[src/rtl/tape_rw_error_pkg.sv]
/*
  Package for the tape read-write error collector: diagnostic numbers,
  timing constants, the plus code and the packed carriers for inputs.
  Assumes one 25 MHz clock and synchronous active-high reset.
*/
// How it works
// - Any control, write or read error sets its diagnostic, and shared error unless it is a non-hash input error
// - Diagnostic number: two digits name test instruction, last digit selects
// - Continue instruction at wrong time raises continue-check, diagnostic 47-5
// - Word counter parity failure raises word-counter error, diagnostic 47-3
// - Illegal digit counter code raises digit-counter error, diagnostic 47-9
// - Next memory request before transfer raises overflow, diagnostic 46-4
// - Address parity failure or address above 97499 sets diagnostic 46-2
// - Memory data parity failure raises memory-data error, diagnostic 46-1
// - Missing clutch return at ninth word sets 46-9, stop after tenth
// - Missing or late write sprocket raises sprocket-lost, diagnostic 47-4
// - Output character parity failure sets 46-6 and writes all ones
// - New read sprocket before previous strobe raises overskew, 47-8
// - Count difference of 1 to 12 sets 47-7 and starts read ending
// - Count difference above 12 sets 47-2 and starts read ending
// - Tape runaway 17.5 inches without data sets 46-0, starts read ending
// - Hash-period input parity failure sets 46-5 and shared error
// - Hash-period untranslatable character sets 46-3 and shared error
// - Other-period errors set 46-5 or 46-3; untranslatable becomes plus code
// - Untranslatable only in numeric read-to-memory with no one-digit equivalent
// - Non-hash input error sets shared error only with its four qualifiers
// - Setting shared error clears continue and continue-beyond-gap
// - Write error in words 1-9 ends at group end; tenth word, next group
package tape_rw_error_pkg;

  // ==========================================================
  // Diagnostic flip-flop numbers (instruction*10 + selector)
  localparam logic [9:0] DIAG_CONT_CHECK   = 10'd475;
  localparam logic [9:0] DIAG_WORD_CNT     = 10'd473;
  localparam logic [9:0] DIAG_DIGIT_CNT    = 10'd479;
  localparam logic [9:0] DIAG_OVERFLOW     = 10'd464;
  localparam logic [9:0] DIAG_MEM_SELECT   = 10'd462;
  localparam logic [9:0] DIAG_MEM_DATA     = 10'd461;
  localparam logic [9:0] DIAG_CLUTCH       = 10'd469;
  localparam logic [9:0] DIAG_SPROCKET     = 10'd474;
  localparam logic [9:0] DIAG_OUT_PARITY   = 10'd466;
  localparam logic [9:0] DIAG_OVERSKEW     = 10'd478;
  localparam logic [9:0] DIAG_BAD_COUNT    = 10'd477;
  localparam logic [9:0] DIAG_VBAD_COUNT   = 10'd472;
  localparam logic [9:0] DIAG_RUNAWAY      = 10'd460;
  localparam logic [9:0] DIAG_IN_PARITY    = 10'd465;
  localparam logic [9:0] DIAG_UNTRANS      = 10'd463;

  // ==========================================================
  // Other figures
  localparam int         NUM_DIAG          = 15;
  localparam logic [16:0] ADDR_LIMIT       = 17'h17cdb; // 97499
  localparam logic [11:0] COUNT_DIFF_SMALL = 12'h00c;   // 12
  localparam logic [4:0] PLUS_CODE         = 5'h07;     // 00111
  localparam logic [5:0] ALL_ONES_CHAR     = 6'h3f;
  localparam int         RUNAWAY_TENTHS_IN = 175;       // 17.5 inches
  localparam int         SPROCKET_WIN_NS   = 2000;
  localparam int         CLK_NS            = 40;
  localparam int         SPROCKET_WIN_CYC  =
    (SPROCKET_WIN_NS / CLK_NS) < 1 ? 1 : SPROCKET_WIN_NS / CLK_NS;

  // Diagnostic bit positions in the diag vector
  localparam int B_CONT = 0;
  localparam int B_WCNT = 1;
  localparam int B_DCNT = 2;
  localparam int B_OVFL = 3;
  localparam int B_MSEL = 4;
  localparam int B_MDAT = 5;
  localparam int B_CLUT = 6;
  localparam int B_SPRK = 7;
  localparam int B_OPAR = 8;
  localparam int B_OSKW = 9;
  localparam int B_BCNT = 10;
  localparam int B_VBCT = 11;
  localparam int B_RUN  = 12;
  localparam int B_IPAR = 13;
  localparam int B_UNTR = 14;

  // ==========================================================
  // Carriers
  typedef struct packed {
    logic       continue_instr;   // 70 or 71 executed, one pulse
    logic       continue_gap;     // 71 executed, one pulse
    logic       ninth_word_done;  // ninth word of group written
    logic       tenth_word;       // tenth word being written
    logic       group_end;        // end of ten-word group
    logic       read_mem_ended;
    logic       op_active;        // read, check-read or write active
    logic       write_op;
    logic       numeric_read_mem;
  } op_state_t;

  typedef struct packed {
    logic       word_cnt_parity_ok;
    logic [3:0] digit_code;
    logic       mem_request;
    logic       buffer_transfer;
    logic       addr_valid;
    logic [16:0] addr;
    logic       addr_parity_ok;
    logic       data_valid;
    logic       data_parity_ok;
  } ctl_check_t;

  typedef struct packed {
    logic       clutch_return;
    logic       sprocket_expect;  // write sprocket due, pulse
    logic       write_sprocket;
    logic       out_char_valid;
    logic [5:0] out_char;
    logic       out_parity_ok;
  } wr_check_t;

  typedef struct packed {
    logic       checker_connected;
    logic       read_sprocket;
    logic       skew_strobe;
    logic       block_end;
    logic [11:0] expected_count;
    logic [11:0] actual_count;
    logic       tape_tick;        // one pulse per 0.1 inch of tape
    logic       data_seen;
    logic       in_char_valid;
    logic [4:0] in_char;
    logic       in_parity_ok;
    logic       has_equivalent;
    logic       hash_period;
    logic       hash_period_gate;
    logic       read_check_qualifier;
    logic       counter_term_inverted;
    logic       t04;
  } rd_check_t;

endpackage

[src/rtl/tape_rw_error_control.sv]
/*
  Error collector for the tape synchronizer read-write section.
  Gathers error conditions, sets the shared read-write error flag and
  the numbered diagnostic flags, drives ending requests and character
  substitution. Assumes all inputs synchronous to ref_clk_i and that
  initialise_i pulses between operations.
*/
`timescale 1ns/1ns
module tape_rw_error_control #(
  parameter int RUNAWAY_TICKS = tape_rw_error_pkg::RUNAWAY_TENTHS_IN,
  parameter int SPROCKET_CYC  = tape_rw_error_pkg::SPROCKET_WIN_CYC
) (
  input  wire logic                          ref_clk_i,
  input  wire logic                          reset_i,
  input  wire logic                          clk_en_i,
  input  wire logic                          initialise_i,
  input  wire tape_rw_error_pkg::op_state_t  op_i,
  input  wire tape_rw_error_pkg::ctl_check_t ctl_i,
  input  wire tape_rw_error_pkg::wr_check_t  wr_i,
  input  wire tape_rw_error_pkg::rd_check_t  rd_i,
  output logic                               rw_error_o,
  output logic [tape_rw_error_pkg::NUM_DIAG-1:0] diag_o,
  output logic                               continue_o,
  output logic                               continue_gap_o,
  output logic                               continue_check_o,
  output logic                               write_end_o,
  output logic                               read_end_o,
  output logic [5:0]                         out_char_o,
  output logic [4:0]                         in_char_o,
  output logic                               in_char_valid_o
);
  import tape_rw_error_pkg::*;

  // ==========================================================
  // Error detection (combinational)
  logic [NUM_DIAG-1:0] err;
  logic                rw_set;
  logic                in_err;
  logic                untrans;
  logic                read_errs_ok;
  logic                cont_bad;
  logic [11:0]         diff;
  logic                req_pending;
  logic                sprk_wait;
  logic                skew_pending;
  logic                write_end_armed;
  logic                end_next_group;
  logic [11:0]         sprk_cnt;
  logic [11:0]         run_cnt;

  // Read-side errors only count when the positioning checker is away
  assign read_errs_ok = !rd_i.checker_connected;
  assign diff = (rd_i.expected_count >= rd_i.actual_count) ?
                rd_i.expected_count - rd_i.actual_count :
                rd_i.actual_count - rd_i.expected_count;
  // Untranslatable only in numeric read-to-memory
  assign untrans = rd_i.in_char_valid && op_i.numeric_read_mem
                   && !rd_i.has_equivalent;
  assign in_err  = rd_i.in_char_valid && (!rd_i.in_parity_ok || untrans);
  assign cont_bad = op_i.continue_instr && (continue_check_o
                    || op_i.read_mem_ended || !op_i.op_active);

  always_comb begin
    err = '0;
    err[B_CONT] = cont_bad;
    err[B_WCNT] = !ctl_i.word_cnt_parity_ok;
    // Legal digit codes are 0..9 in this counter
    err[B_DCNT] = ctl_i.digit_code > 4'h9;
    err[B_OVFL] = ctl_i.mem_request && req_pending;
    err[B_MSEL] = ctl_i.addr_valid && (!ctl_i.addr_parity_ok
                  || ctl_i.addr > ADDR_LIMIT);
    err[B_MDAT] = ctl_i.data_valid && !ctl_i.data_parity_ok;
    err[B_CLUT] = op_i.write_op && op_i.ninth_word_done
                  && !wr_i.clutch_return;
    err[B_SPRK] = sprk_wait && sprk_cnt == 12'h000
                  && !wr_i.write_sprocket;
    err[B_OPAR] = wr_i.out_char_valid && !wr_i.out_parity_ok;
    if (read_errs_ok) begin
      err[B_OSKW] = rd_i.read_sprocket && skew_pending;
      err[B_BCNT] = rd_i.block_end && diff != 12'h000
                    && diff <= COUNT_DIFF_SMALL;
      err[B_VBCT] = rd_i.block_end && diff > COUNT_DIFF_SMALL;
      err[B_RUN]  = rd_i.tape_tick && !rd_i.data_seen
                    && run_cnt == 12'(RUNAWAY_TICKS - 1);
      err[B_IPAR] = rd_i.in_char_valid && !rd_i.in_parity_ok;
      err[B_UNTR] = untrans;
    end
  end

  // Shared flag: all but the non-hash input error set it directly;
  // outside the hash period that error needs its four qualifiers
  always_comb begin
    rw_set = |(err & ~((NUM_DIAG'(1) << B_IPAR)
                     | (NUM_DIAG'(1) << B_UNTR)));
    if (read_errs_ok && in_err) begin
      if (rd_i.hash_period) begin
        rw_set = 1'b1;
      end else if (rd_i.hash_period_gate && rd_i.read_check_qualifier
                   && rd_i.counter_term_inverted && rd_i.t04) begin
        rw_set = 1'b1;
      end
    end
  end

  // ==========================================================
  // Shared read-write error flag, sticky
  always_ff @(posedge ref_clk_i) begin
    if (reset_i) begin
      rw_error_o <= 1'b0;
    end else if (clk_en_i) begin
      if (rw_set) begin
        rw_error_o <= 1'b1;
      end else if (initialise_i) begin
        rw_error_o <= 1'b0;
      end
    end
  end

  // Diagnostic flags, one per numbered flip-flop; set beats clear
  genvar g;
  generate
    for (g = 0; g < NUM_DIAG; g++) begin : g_diag
      always_ff @(posedge ref_clk_i) begin
        if (reset_i) begin
          diag_o[g] <= 1'b0;
        end else if (clk_en_i) begin
          if (err[g]) begin
            diag_o[g] <= 1'b1;
          end else if (initialise_i) begin
            diag_o[g] <= 1'b0;
          end
        end
      end
    end
  endgenerate

  // ==========================================================
  // Continue, continue-beyond-gap and continue-check flags
  always_ff @(posedge ref_clk_i) begin
    if (reset_i) begin
      continue_o     <= 1'b0;
      continue_gap_o <= 1'b0;
    end else if (clk_en_i) begin
      if (rw_set || rw_error_o || initialise_i) begin
        continue_o     <= 1'b0;
        continue_gap_o <= 1'b0;
      end else begin
        if (op_i.continue_instr && !cont_bad) begin
          continue_o <= 1'b1;
        end else if (op_i.group_end) begin
          continue_o <= 1'b0;
        end
        if (op_i.continue_gap && !cont_bad) begin
          continue_gap_o <= 1'b1;
        end else if (op_i.group_end) begin
          continue_gap_o <= 1'b0;
        end
      end
    end
  end

  always_ff @(posedge ref_clk_i) begin
    if (reset_i) begin
      continue_check_o <= 1'b0;
    end else if (clk_en_i) begin
      if (op_i.ninth_word_done && !continue_o) begin
        continue_check_o <= 1'b1;
      end else if (initialise_i) begin
        continue_check_o <= 1'b0;
      end
    end
  end

  // ==========================================================
  // Write ending: error in words 1-9 ends this group, in the tenth
  // word the following group, because the tenth word's data is
  // already committed
  always_ff @(posedge ref_clk_i) begin
    if (reset_i) begin
      write_end_armed <= 1'b0;
      end_next_group  <= 1'b0;
      write_end_o     <= 1'b0;
    end else if (clk_en_i) begin
      write_end_o <= 1'b0;
      if (initialise_i) begin
        write_end_armed <= 1'b0;
        end_next_group  <= 1'b0;
      end else if (op_i.write_op) begin
        if (op_i.group_end) begin
          if (write_end_armed) begin
            write_end_o     <= 1'b1;
            write_end_armed <= 1'b0;
          end
          if (end_next_group) begin
            write_end_armed <= 1'b1;
            end_next_group  <= 1'b0;
          end
        end
        if (err[B_CLUT]) begin
          write_end_armed <= 1'b1;
        end else if (rw_set && op_i.tenth_word) begin
          end_next_group <= 1'b1;
        end else if (rw_set) begin
          write_end_armed <= 1'b1;
        end
      end
    end
  end

  // Read ending on count mismatch or runaway
  always_ff @(posedge ref_clk_i) begin
    if (reset_i) begin
      read_end_o <= 1'b0;
    end else if (clk_en_i) begin
      read_end_o <= err[B_BCNT] | err[B_VBCT] | err[B_RUN];
    end
  end

  // ==========================================================
  // Pending-state trackers for overflow and overskew
  always_ff @(posedge ref_clk_i) begin
    if (reset_i) begin
      req_pending  <= 1'b0;
      skew_pending <= 1'b0;
    end else if (clk_en_i) begin
      if (ctl_i.mem_request) begin
        req_pending <= 1'b1;
      end else if (ctl_i.buffer_transfer || initialise_i) begin
        req_pending <= 1'b0;
      end
      if (rd_i.read_sprocket) begin
        skew_pending <= 1'b1;
      end else if (rd_i.skew_strobe || initialise_i) begin
        skew_pending <= 1'b0;
      end
    end
  end

  // Sprocket window: a sprocket must land within SPROCKET_CYC cycles
  always_ff @(posedge ref_clk_i) begin
    if (reset_i) begin
      sprk_wait <= 1'b0;
      sprk_cnt  <= 12'h000;
    end else if (clk_en_i) begin
      if (initialise_i || wr_i.write_sprocket
          || (sprk_wait && sprk_cnt == 12'h000)) begin
        sprk_wait <= 1'b0;
      end else if (wr_i.sprocket_expect) begin
        sprk_wait <= 1'b1;
        sprk_cnt  <= 12'(SPROCKET_CYC - 1);
      end else if (sprk_wait) begin
        sprk_cnt <= sprk_cnt - 12'h001;
      end
    end
  end

  // Runaway distance counter in tenths of an inch
  always_ff @(posedge ref_clk_i) begin
    if (reset_i) begin
      run_cnt <= 12'h000;
    end else if (clk_en_i) begin
      if (initialise_i || rd_i.data_seen || err[B_RUN]) begin
        run_cnt <= 12'h000;
      end else if (rd_i.tape_tick) begin
        run_cnt <= run_cnt + 12'h001;
      end
    end
  end

  // ==========================================================
  // Character substitution paths, registered
  always_ff @(posedge ref_clk_i) begin
    if (reset_i) begin
      out_char_o      <= 6'h00;
      in_char_o       <= 5'h00;
      in_char_valid_o <= 1'b0;
    end else if (clk_en_i) begin
      out_char_o <= err[B_OPAR] ? ALL_ONES_CHAR : wr_i.out_char;
      in_char_valid_o <= rd_i.in_char_valid;
      if (untrans && !rd_i.hash_period) begin
        in_char_o <= PLUS_CODE;
      end else begin
        in_char_o <= rd_i.in_char;
      end
    end
  end

endmodule

[config.mk]
export PLATFORM = sky130hd
export DESIGN_NAME = tape_rw_error_control
export DESIGN_NICKNAME = d
export VERILOG_FILES = /design/src/rtl/tape_rw_error_pkg.sv /design/src/rtl/tape_rw_error_control.sv
export SDC_FILE = /design/constraint.sdc
export NUM_CORES = 1
export LEC_CHECK = 0
export BUFFER_PORTS_ARGS = -buffer_cell sky130_fd_sc_hd__buf_4
export CAP_MARGIN = 20
export CORE_MARGIN = 5
export CORE_UTILIZATION = 46
export CTS_CLUSTER_SIZE = 30
export DETAILED_ROUTE_END_ITERATION = 7
export GPL_TIMING_DRIVEN = 0
export PLACE_DENSITY = 0.77
export SETUP_SLACK_MARGIN = 0.05
export SLEW_MARGIN = 15
export SYNTH_ARGS = -nofsm -noshare
export SYNTH_HDL_FRONTEND = slang
export SYNTH_SLANG_ARGS = --single-unit
[constraint.sdc]
create_clock -name ref_clk_i -period 2.6 [get_ports ref_clk_i]
set_input_delay 0.13 -clock ref_clk_i [delete_from_list [all_inputs] [get_ports ref_clk_i]]
set_output_delay 0.13 -clock ref_clk_i [all_outputs]
set_load 0.005 [all_outputs]
Yosys cells after proc, flatten, opt, wreduce, memory -nomap -nowiden
Index checks and enable logic that the tools add are counted.
{ "classes": {"n_mux": 56, "magnitude_cmp": 5, "eq_ne": 2, "addsub": 4, "n_bitwise": 3, "n_reduce_logical": 106} }
{ "ops": {"columns": ["cell", "n"], "rows": [
  ["$mux W12", 5],
  ["$mux W1", 48],
  ["$reduce_and A2 Y1", 24],
  ["$reduce_bool A2 Y1", 22],
  ["$logic_and A1 B1 Y1", 28],
  ["$sub A12 B12 Y12", 2],
  ["$gt A17 B17 Y1 const B", 1],
  ["$logic_not A1 Y1", 14],
  ["$reduce_or A13 Y1", 1],
  ["$add A12 B1 Y12 const B", 1],
  ["$eq A12 B8 Y1 const B", 1],
  ["$ge A12 B12 Y1", 1],
  ["$gt A12 B4 Y1 const B", 1],
  ["$le A12 B4 Y1 const B", 1],
  ["$logic_not A12 Y1", 1],
  ["$logic_or A1 B1 Y1", 12],
  ["$mux W6", 2],
  ["$reduce_bool A12 Y1", 1],
  ["$sub A12 B1 Y12 const B", 1],
  ["$reduce_bool A3 Y1", 2],
  ["$mux W5", 1],
  ["$gt A4 B4 Y1 const B", 1],
  ["$reduce_and A3 Y1", 1],
  ["$ne A2 B2 Y1 const B", 1],
  ["2 further kinds", 3]
]} }
{ "word_totals": {"output_inout_bits": 33, "regBits": 62} }

Logic depth before layout (Yosys ltp)
Gate-level depths: netlist of the first run.
{ "logic_depth": {"ltp_word": 15, "ltp_mapped": 13} }

Worst setup path before layout of the first run
OpenSTA, ideal clock, no wires.
{ "synth_path": {"path_kind": "in2reg", "from": "in rd_i[20] in the netlist's numbering", "to": "reg continue_o", "t_arrival_ps": 2640, "stages": 13, "setup_ps": 117, "path_slack_ps": -157, "cell_sequence": "inv_1 > ha_1 > buf_6 > a21oi_2 > o21ai_2 > a221oi_4 > a221oi_1 > or3_1 > a21o_1 > o2111a_1 > a31oi_4 > nor4_1 > a32o_1"} }
{ "synth_via": {"elab_chain_cells": 14} }
{ "synth_lines": {"columns": ["item", "line_no", "source"], "rows": [
  ["from (decl)", "tape_rw_error_control.sv:20", "input wire tape_rw_error_pkg::rd_check_t rd_i,"],
  ["$sub A12 B12 Y12, or another cell as far along", "tape_rw_error_control.sv:55", "rd_i.actual_count - rd_i.expected_count;"],
  ["$mux W12 (*)", "tape_rw_error_control.sv:53", "assign diff = (rd_i.expected_count >= rd_i.actual_count) ?"],
  ["parallel branches: the longest is 3 deep, another holds $le A12 B4 Y1", null, null],
  ["$mux W6 (*)", "tape_rw_error_control.sv:78", "if (read_errs_ok) begin"],
  ["$reduce_or A13 Y1 (*)", "tape_rw_error_control.sv:93", "rw_set = |(err & ~((NUM_DIAG'(1) << B_IPAR)"],
  ["$mux W1", "tape_rw_error_control.sv:98", "end else if (rd_i.hash_period_gate && rd_i.read_check_qualifier"],
  ["$mux W1", "tape_rw_error_control.sv:96", "if (rd_i.hash_period) begin"],
  ["$mux W1 (*)", "tape_rw_error_control.sv:95", "if (read_errs_ok && in_err) begin"],
  ["$logic_or A1 B1 Y1 (*) (2 in series)", "tape_rw_error_control.sv:144", "if (rw_set || rw_error_o || initialise_i) begin"],
  ["$reduce_bool A3 Y1 (no source line)", null, null],
  ["$reduce_and A2 Y1 (no source line)", null, null],
  ["to (signal assigned)", "tape_rw_error_control.sv:145", "continue_o <= 1'b0;"],
  ["to (signal assigned)", "tape_rw_error_control.sv:149", "continue_o <= 1'b1;"],
  ["to (signal assigned)", "tape_rw_error_control.sv:151", "continue_o <= 1'b0;"],
  ["to (decl)", "tape_rw_error_control.sv:23", "output logic continue_o,"]
]} }
Every way passes the cells marked *.
A chain may end at the register's enable or synchronous reset.

Final worst setup path of the first run
{ "layout_path": {"from": "in rd_i[32] in the netlist's numbering", "to": "reg continue_gap_o"} }
{ "layout_via": {"elab_chain_cells": 14} }
{ "layout_lines": {"columns": ["item", "line_no", "source"], "rows": [
  ["$sub A12 B12 Y12, or another cell as far along", "tape_rw_error_control.sv:55", null],
  ["$mux W12 (*)", "tape_rw_error_control.sv:53", null],
  ["parallel branches: the longest is 3 deep, another holds $le A12 B4 Y1", null, null],
  ["$mux W6 (*)", "tape_rw_error_control.sv:78", null],
  ["$reduce_or A13 Y1 (*)", "tape_rw_error_control.sv:93", null],
  ["$mux W1", "tape_rw_error_control.sv:98", null],
  ["$mux W1", "tape_rw_error_control.sv:96", null],
  ["$mux W1 (*)", "tape_rw_error_control.sv:95", null],
  ["$logic_or A1 B1 Y1 (*) (2 in series)", "tape_rw_error_control.sv:144", null],
  ["$reduce_bool A3 Y1 (no source line)", null, null],
  ["$reduce_and A2 Y1 (no source line)", null, null],
  ["to (signal assigned)", "tape_rw_error_control.sv:142", "continue_gap_o <= 1'b0;"],
  ["to (signal assigned)", "tape_rw_error_control.sv:146", "continue_gap_o <= 1'b0;"],
  ["to (signal assigned)", "tape_rw_error_control.sv:154", "continue_gap_o <= 1'b1;"],
  ["to (decl)", "tape_rw_error_control.sv:24", "output logic continue_gap_o,"]
]} }
Marks and branches as above.

==> flow_summary_export.csv, run 1 <==
group,metric,value,unit
worst_setup_path,crit_end,"continue_gap_o",
logic_synthesis,synth_edf_count,0,
layout,syn2layout_area_growth,43.74,%
floorplanning,initial_core_util,47.32,%
pwr,power_density,459.7,nW/um2
sta,worst_pin_slew,0.6651,ns
clocking,cts_buffers,9,
pwr,switching_share,29.48,%
floorplanning,fp.dieW,102.2,um
placed_design,dpl_cell_area,5144,um2
floorplanning,ios,128,
layout,final_cells,751,
sta,slew_headroom,55.25,%
route,wl_met2,6.119,mm
clocking,cts_tree,"built",
route,ant_nets,0,
placed_design,portBuffers,121,
logic_synthesis,async_reset_ff_share,0,%
worst_setup_path,ff2ff_setup_slack,0.11,ns
logic_synthesis,synth.largest_area_cell,"dfxtp_1",
logic_synthesis,yosysWarningCount,0,
placed_design,place.gp.congestion,0.8821,
route,postRouteWirelength,12.15,mm
status,status,"finished, violations left",
clocking,ctsHoldBuffers,0,
route,wire_per_inst,16.17,um
sta,rsz0062_at_grt,"true",
sta,fin_skew,0.01221,ns
logic_synthesis,synthCells,493,
pwr,pwr-share-seq,39.2,%
logic_synthesis,synth.most_common_cell,"nor2_1",
floorplanning,fp-row-count,33,
logic_synthesis,synth_ff_type,"dfxtp_1",
worst_setup_path,worstSetupStartpoint,"rd_i[32]",
sta,hold_viol,0,
clocking,path_clk_slew,0.07,ns
sta,min_period_over_period,101.3,%
floorplanning,core_area,8258,um2
sta,max_freq,379.7,MHz
route,wl_met1,5.010,mm
clocking,clk_latency,0.34,ns
worst_setup_path,endpoint_kind,"register",
worst_setup_path,r2r-start,"continue_check_o",
route,drt-initial-drc-count,240,
job,cap_violations,0,
worst_setup_path,cp_max_fo,6,
clocking,clk_path_buf_depth,2,
route,drc_errors,0,
route,met3WireLength,761,um
layout,num_antenna_cells,0,
global_routing,overflow,0,
pwr,switchingPower,761.1,uW
layout,fill_cells,668,
clocking,htreeDepth,3,
layout,drive_gt1_share,33.28,%
pwr,p_int,1821,uW
worst_setup_path,arrival,2.86,ns
clocking,cts.sinks,62,
logic_synthesis,synthTopCellsByCount,"nor2_1 (81), dfxtp_1 (62), inv_1 (39)",
route,num_vias,4152,
layout,stdcell_area,5617,um2
route,drtPass1Iterations,5,
global_routing,grt.total_usage,22.61,%
sta,worst_slack,-0.03363,ns
floorplanning,die-area,10440,um2
clocking,clockRootBuffer,"clkbuf_8",
placed_design,hpwlAfterDp,9.473,mm
pwr,vdd_drop_max,0.3990,mV
logic_synthesis,yosys.area.top_type_share,31.76,%
global_routing,grt_max_degree,11,
logic_synthesis,synth_seq_cells,62,
layout,post-route-util,68.02,%
logic_synthesis,syn_nets,614,
sta,finalSetupTns,-0.03363,ns
layout,nets,763,
logic_synthesis,syn_avg_cell_area,7.926,um2
pwr,combPwrFrac,28.8,%
worst_setup_path,crit_required,2.83,ns
sta,min_period,2.634,ns
logic_synthesis,ys_top_cells_by_area,"dfxtp_1 (32%), ha_1 (8.3%), nor2_1 (7.8%)",
logic_synthesis,syn-cell-area,3907,um2
sta,hold_slack,0.02271,ns
worst_setup_path,reg2reg_to,"continue_gap_o",
worst_hold_path,hp-class,"in2reg",
logic_synthesis,synth-seq-area-share,31.76,%
worst_setup_path,rr_worst_depth,7,
global_routing,grt_pass1_wl,18.71,mm
status,violations,"setup timing",
global_routing,grt_pass1_vias,3976,
sta,setup_viol,1,
route,viasPerCell,5.529,
route,highest_layer,"met4",
floorplanning,fp.dieH,102.2,um
pwr,leakagePower,0.002468,uW
global_routing,grt_antenna_before_repair,0,
worst_setup_path,worst_setup_path_start_kind,"primary input",
logic_synthesis,synth_cell_types,68,
pwr,power.clock.fraction,32.0,%
placed_design,placed_cells,719,
sta,slew_violations,0,
worst_setup_path,crit_type,"in2reg",
## flip-flops by register name, summed over array words and instances (netlist names)
register and cells:
diag_o 15, run_cnt 12, sprk_cnt 12, out_char_o 6
in_char_o 5, continue_check_o 1, continue_gap_o 1, continue_o 1
end_next_group 1, in_char_valid_o 1, read_end_o 1, req_pending 1
rw_error_o 1, skew_pending 1, sprk_wait 1, write_end_armed 1
write_end_o 1
## power groups by stage
| stage | sequential, uW | clock, uW | combinational [uW] |
|---|---|---|---|
| floorplan | 1030 | 0 | 403 |
| global placement | 1030 | 0 | 644 |
| detailed placement | 1030 | 0 | 663 |
| CTS | 1010 | 846 | 702 |
| global route | 1020 | 884 | 804 |
| finish | 1010 | 827 | 743 |
## area by class of cell
cell class | instances | area (um2) | area share [%]
Sequential cell | 62 | 1241 | 22.10
Clock buffer | 11 | 141.4 | 2.517
Tap cell | 105 | 131.4 | 2.339
Buffer | 17 | 67.56 | 1.203
Multi-Input combinational cell | 371 | 2740 | 48.79
Inverter | 39 | 158.9 | 2.829
Clock inverter | 4 | 47.55 | 0.8465
Timing Repair Buffer | 142 | 1089 | 19.38
## logic make-up (layout without fill, tap and decap cells)
logic type,after synthesis,after routing,share of synthesized area (%)
and+or+nand+nor,193,193,23.89
xor gates and xnor gates,24,24,5.379
AOI/OAI and AO/OA,121,121,22.61
DFF,62,62,31.76
muxes,7,7,1.825
buffers and inverters,60,213,6.212
adders and majority gates,26,26,8.325
## metrics by stage
step / power (uW) / setup WS, ns
floorplan: 1433 / -0.08756
global placement: 1673 / -0.5458
detailed placement: 1694 / -0.6671
CTS: 2559 / 0.05248
global route: 2704 / -0.1053
finish: 2582 / -0.03363
## critical path: stages
cell,delay (ns)
buf_8,0.10
ha_4,0.25
a21oi_4,0.18
o21ai_4,0.09
a221oi_4,0.43
a221oi_4,0.14
or3_4,0.39
a21o_1,0.17
o2111a_2,0.28
a31oi_4,0.35
o41ai_4,0.11
a22o_1,0.24
## how the worst min path moves through the flow
stage / startpoint / end / slack (ns) / cells past startpoint
after global routing: rd_i[14] / run_cnt[1] / 0.03 / 2
after detailed placement: rd_i[14] / run_cnt[1] / 0.37 / 2
after CTS: rd_i[14] / run_cnt[1] / 0.003 / 2
final: rd_i[14] / run_cnt[1] / 0.02 / 2
after floorplan: rd_i[14] / run_cnt[1] / 0.24 / 1
after global placement: rd_i[11] / in_char_o[4] / 0.36 / 3
## per-layer routing
layer  global-route usage, %  vias to the layer above
met5                       0                        -
met4                   6.963                        0
met3                   4.778                       19
met2                   39.43                      144
met1                   27.93                     1953
li1                        -                     2036
## cells in the final DEF, fill, tap and decap left out, types with 5 or more instances in the layout
cell,instances
nor3_1,9
xor2_1,13
a21oi_1,28
xnor2_1,11
a22oi_1,15
nor2_1,80
ha_1,15
dfxtp_1,62
clkbuf_8,10
or3_1,5
o21ai_0,18
nand4_1,6
clkbuf_1,14
nand3_1,10
nand2_1,30
mux2i_1,5
nand2b_1,7
nor2b_1,6
inv_1,34
a211oi_1,8
ha_4,11
buf_4,137
o21a_1,5
## repair_timing
item	CTS	global route
pin swaps	15	12
gates resized for setup	13	21
setup buffers	9	12
endpoints found under the setup margin	14	10
gates cloned	0	0
(Power assumes the default switching activity.)
==> run 2, diff against run 1 <==
MAX_ROUTING_LAYER = met4   (was not set)
==> run 2 against run 1 <==
  * The flow now finishes without violations
  * Clock power rose by 6.7%
  * Core utilization rose by 0.33 points
  * Die area did not move
  * Clock-buffer cell count rose by 1
  * Routed wire length rose by 0.66%
  * Hold slack got worse by 0.0022 ns
  * Power rose by 2.8%
  * Global-route usage rose by 0.82 points
  * Clock skew fell by 0.0072 ns
  * First-iteration DRC count fell by 23%
  * Critical path type unchanged
==> flow_summary_export.csv, run 2 (synthesis gave the netlist of run 1 again) <==
group,metric,value,unit
floorplanning,initial_core_util,47.32,%
sta,hold_viol,0,
placed_design,hpwlAfterDp,9.540,mm
layout,mostFrequentLayoutCell,"buf_4",
route,drtPass1Iterations,5,
layout,fill_cells,659,
layout,nets,763,
floorplanning,ios,128,
clocking,cts.sinks,62,
status,status,"completed",
layout,drive_gt1_share,33.28,%
route,wire_per_inst,16.28,um
clocking,clockRootBuffer,"clkbuf_8",
placed_design,place_ws,-0.6739,ns
worst_setup_path,endpoint_kind,"register",
placed_design,portBuffers,121,
worst_setup_path,arrival,2.79,ns
floorplanning,fp.dieH,102.2,um
layout,multi_input_area,2736,um2
clocking,ctsHoldBuffers,0,
layout,reg_top3,"diag_o: 15 flops, run_cnt: 12 flops, sprk_cnt: 12 flops",
sta,slew_headroom,58.80,%
global_routing,grt_pass1_wl,18.81,mm
clocking,clk_path_buf_depth,2,
clocking,cts_buffers,9,
clocking,clk_latency,0.35,ns
pwr,power_density,470.5,nW/um2
worst_hold_path,hp-class,"in2reg",
layout,largest_register,"diag_o",
placed_design,place.gp.congestion,0.8950,
sta,rsz0062_at_grt,"true",
worst_setup_path,cp_max_fo,8,
floorplanning,fp.dieW,102.2,um
route,viasPerCell,5.462,
layout,largest_register_ffs,15,
floorplanning,fp-row-count,33,
global_routing,grt_max_degree,11,
layout,layout_common_cells,"buf_4 (136), nor2_1 (80), dfxtp_1 (62), inv_1 (35), nand2_1 (31)",
worst_setup_path,crit_end,"continue_gap_o",
worst_setup_path,worst_setup_path_start_kind,"primary input",
sta,worst_pin_slew,0.6124,ns
layout,num_antenna_cells,0,
pwr,leakagePower,0.002482,uW
sta,max_freq,399.8,MHz
route,postRouteWirelength,12.23,mm
route,ant_nets,0,
route,drt-initial-drc-count,184,
sta,min_period_over_period,96.19,%
worst_setup_path,r2r-start,"sprk_cnt[0]",
sta,slew_violations,0,
layout,final_cells,751,
sta,fin_skew,0.004971,ns
worst_setup_path,ff2ff_setup_slack,0.20,ns
placed_design,placed_cells,719,
global_routing,grt.total_usage,23.43,%
layout,syn2layout_area_growth,44.44,%
worst_setup_path,worstSetupStartpoint,"rd_i[25]",
worst_setup_path,reg2reg_to,"sprk_cnt[8]",
sta,finalSetupTns,0,ns
worst_setup_path,rr_worst_depth,11,
route,drc_errors,0,
global_routing,grt_antenna_before_repair,0,
clocking,path_clk_slew,0.06,ns
job,cap_violations,0,
floorplanning,core_area,8258,um2
clocking,cts_tree,"built",
route,num_vias,4102,
sta,worst_slack,0.09897,ns
worst_setup_path,crit_required,2.89,ns
worst_setup_path,crit_type,"in2reg",
floorplanning,die-area,10440,um2
clocking,htreeDepth,3,
pwr,vdd_drop_max,0.3299,mV
layout,seq_area,1241,um2
layout,post-route-util,68.35,%
global_routing,grt_pass1_vias,3999,
sta,setup_viol,0,
sta,min_period,2.501,ns
global_routing,overflow,0,
run 2: changes by cell type in the layout (fill, tap and decap cells not counted), sizes merged:
cell,previous run,this run
buf,145,143
clkbuf,25,27
clkinv,2,1
dlymetal6s2s,0,1
run 2: worst min path at each step:
stage / start / to / slack (ns) / cells after the start
final: rd_i[14] / run_cnt[1] / 0.02 / 2
after CTS: rd_i[14] / run_cnt[1] / 0.008 / 2
after global placement: rd_i[11] / in_char_o[4] / 0.36 / 3
after global routing: rd_i[14] / run_cnt[1] / 0.03 / 2
after detailed placement: rd_i[14] / run_cnt[1] / 0.37 / 2
after floorplan: rd_i[14] / run_cnt[1] / 0.24 / 1
run 2: metrics by stage:
stage	power, uW	hold slack (ns)	instance area [um2]
after floorplan	1433	0.2432	4104
after global placement	1674	0.3616	5144
after detailed placement	1696	0.3739	5144
after CTS	2624	0.008086	5518
after global routing	2774	0.02694	5644
final	2656	0.02051	5644
run 2: worst max-delay path, stage by stage:
cell	delay, ns
buf_4	0.13
inv_6	0.05
ha_4	0.18
clkbuf_8	0.16
and4_4	0.20
a221oi_4	0.26
buf_6	0.16
and2_4	0.17
mux2i_2	0.23
o22ai_1	0.11
a211oi_2	0.16
buf_4	0.17
a31oi_4	0.09
buf_12	0.15
o41ai_4	0.24
a22o_1	0.19
run 2: metal layers:
metal / vias to the layer above / global-route usage, % / wire, um
li1: 2038 / - / -
met1: 1946 / 28.17 / 5041
met2: 105 / 40.18 / 6290
met3: 13 / 4.778 / 677
met4: 0 / 5.752 / 216
met5: - / - / 0
run 2: power breakdown:
part / internal (uW) / switching [uW] / total, uW
combinational: 386 / 376 / 762
clock: 514 / 368 / 882
sequential: 986 / 25.6 / 1010
total: 1890 / 770 / 2660
run 2: timing repair:
item / in CTS / in global routing
pin swaps: 14 / 16
resized for setup: 16 / 13
endpoints found under the setup margin: 13 / 8
buffers inserted: 11 / 8
run 2: cell type report:
| class | instances | area share, % |
|---|---|---|
| plain buffers | 19 | 1.640 |
| clock buffers | 12 | 2.926 |
| clock inverters | 3 | 0.7537 |
| inverters | 39 | 2.815 |
| multi-input cells | 371 | 48.48 |
| flip-flops and latches | 62 | 21.99 |
| well taps | 105 | 2.328 |
| repair buffers | 140 | 19.06 |
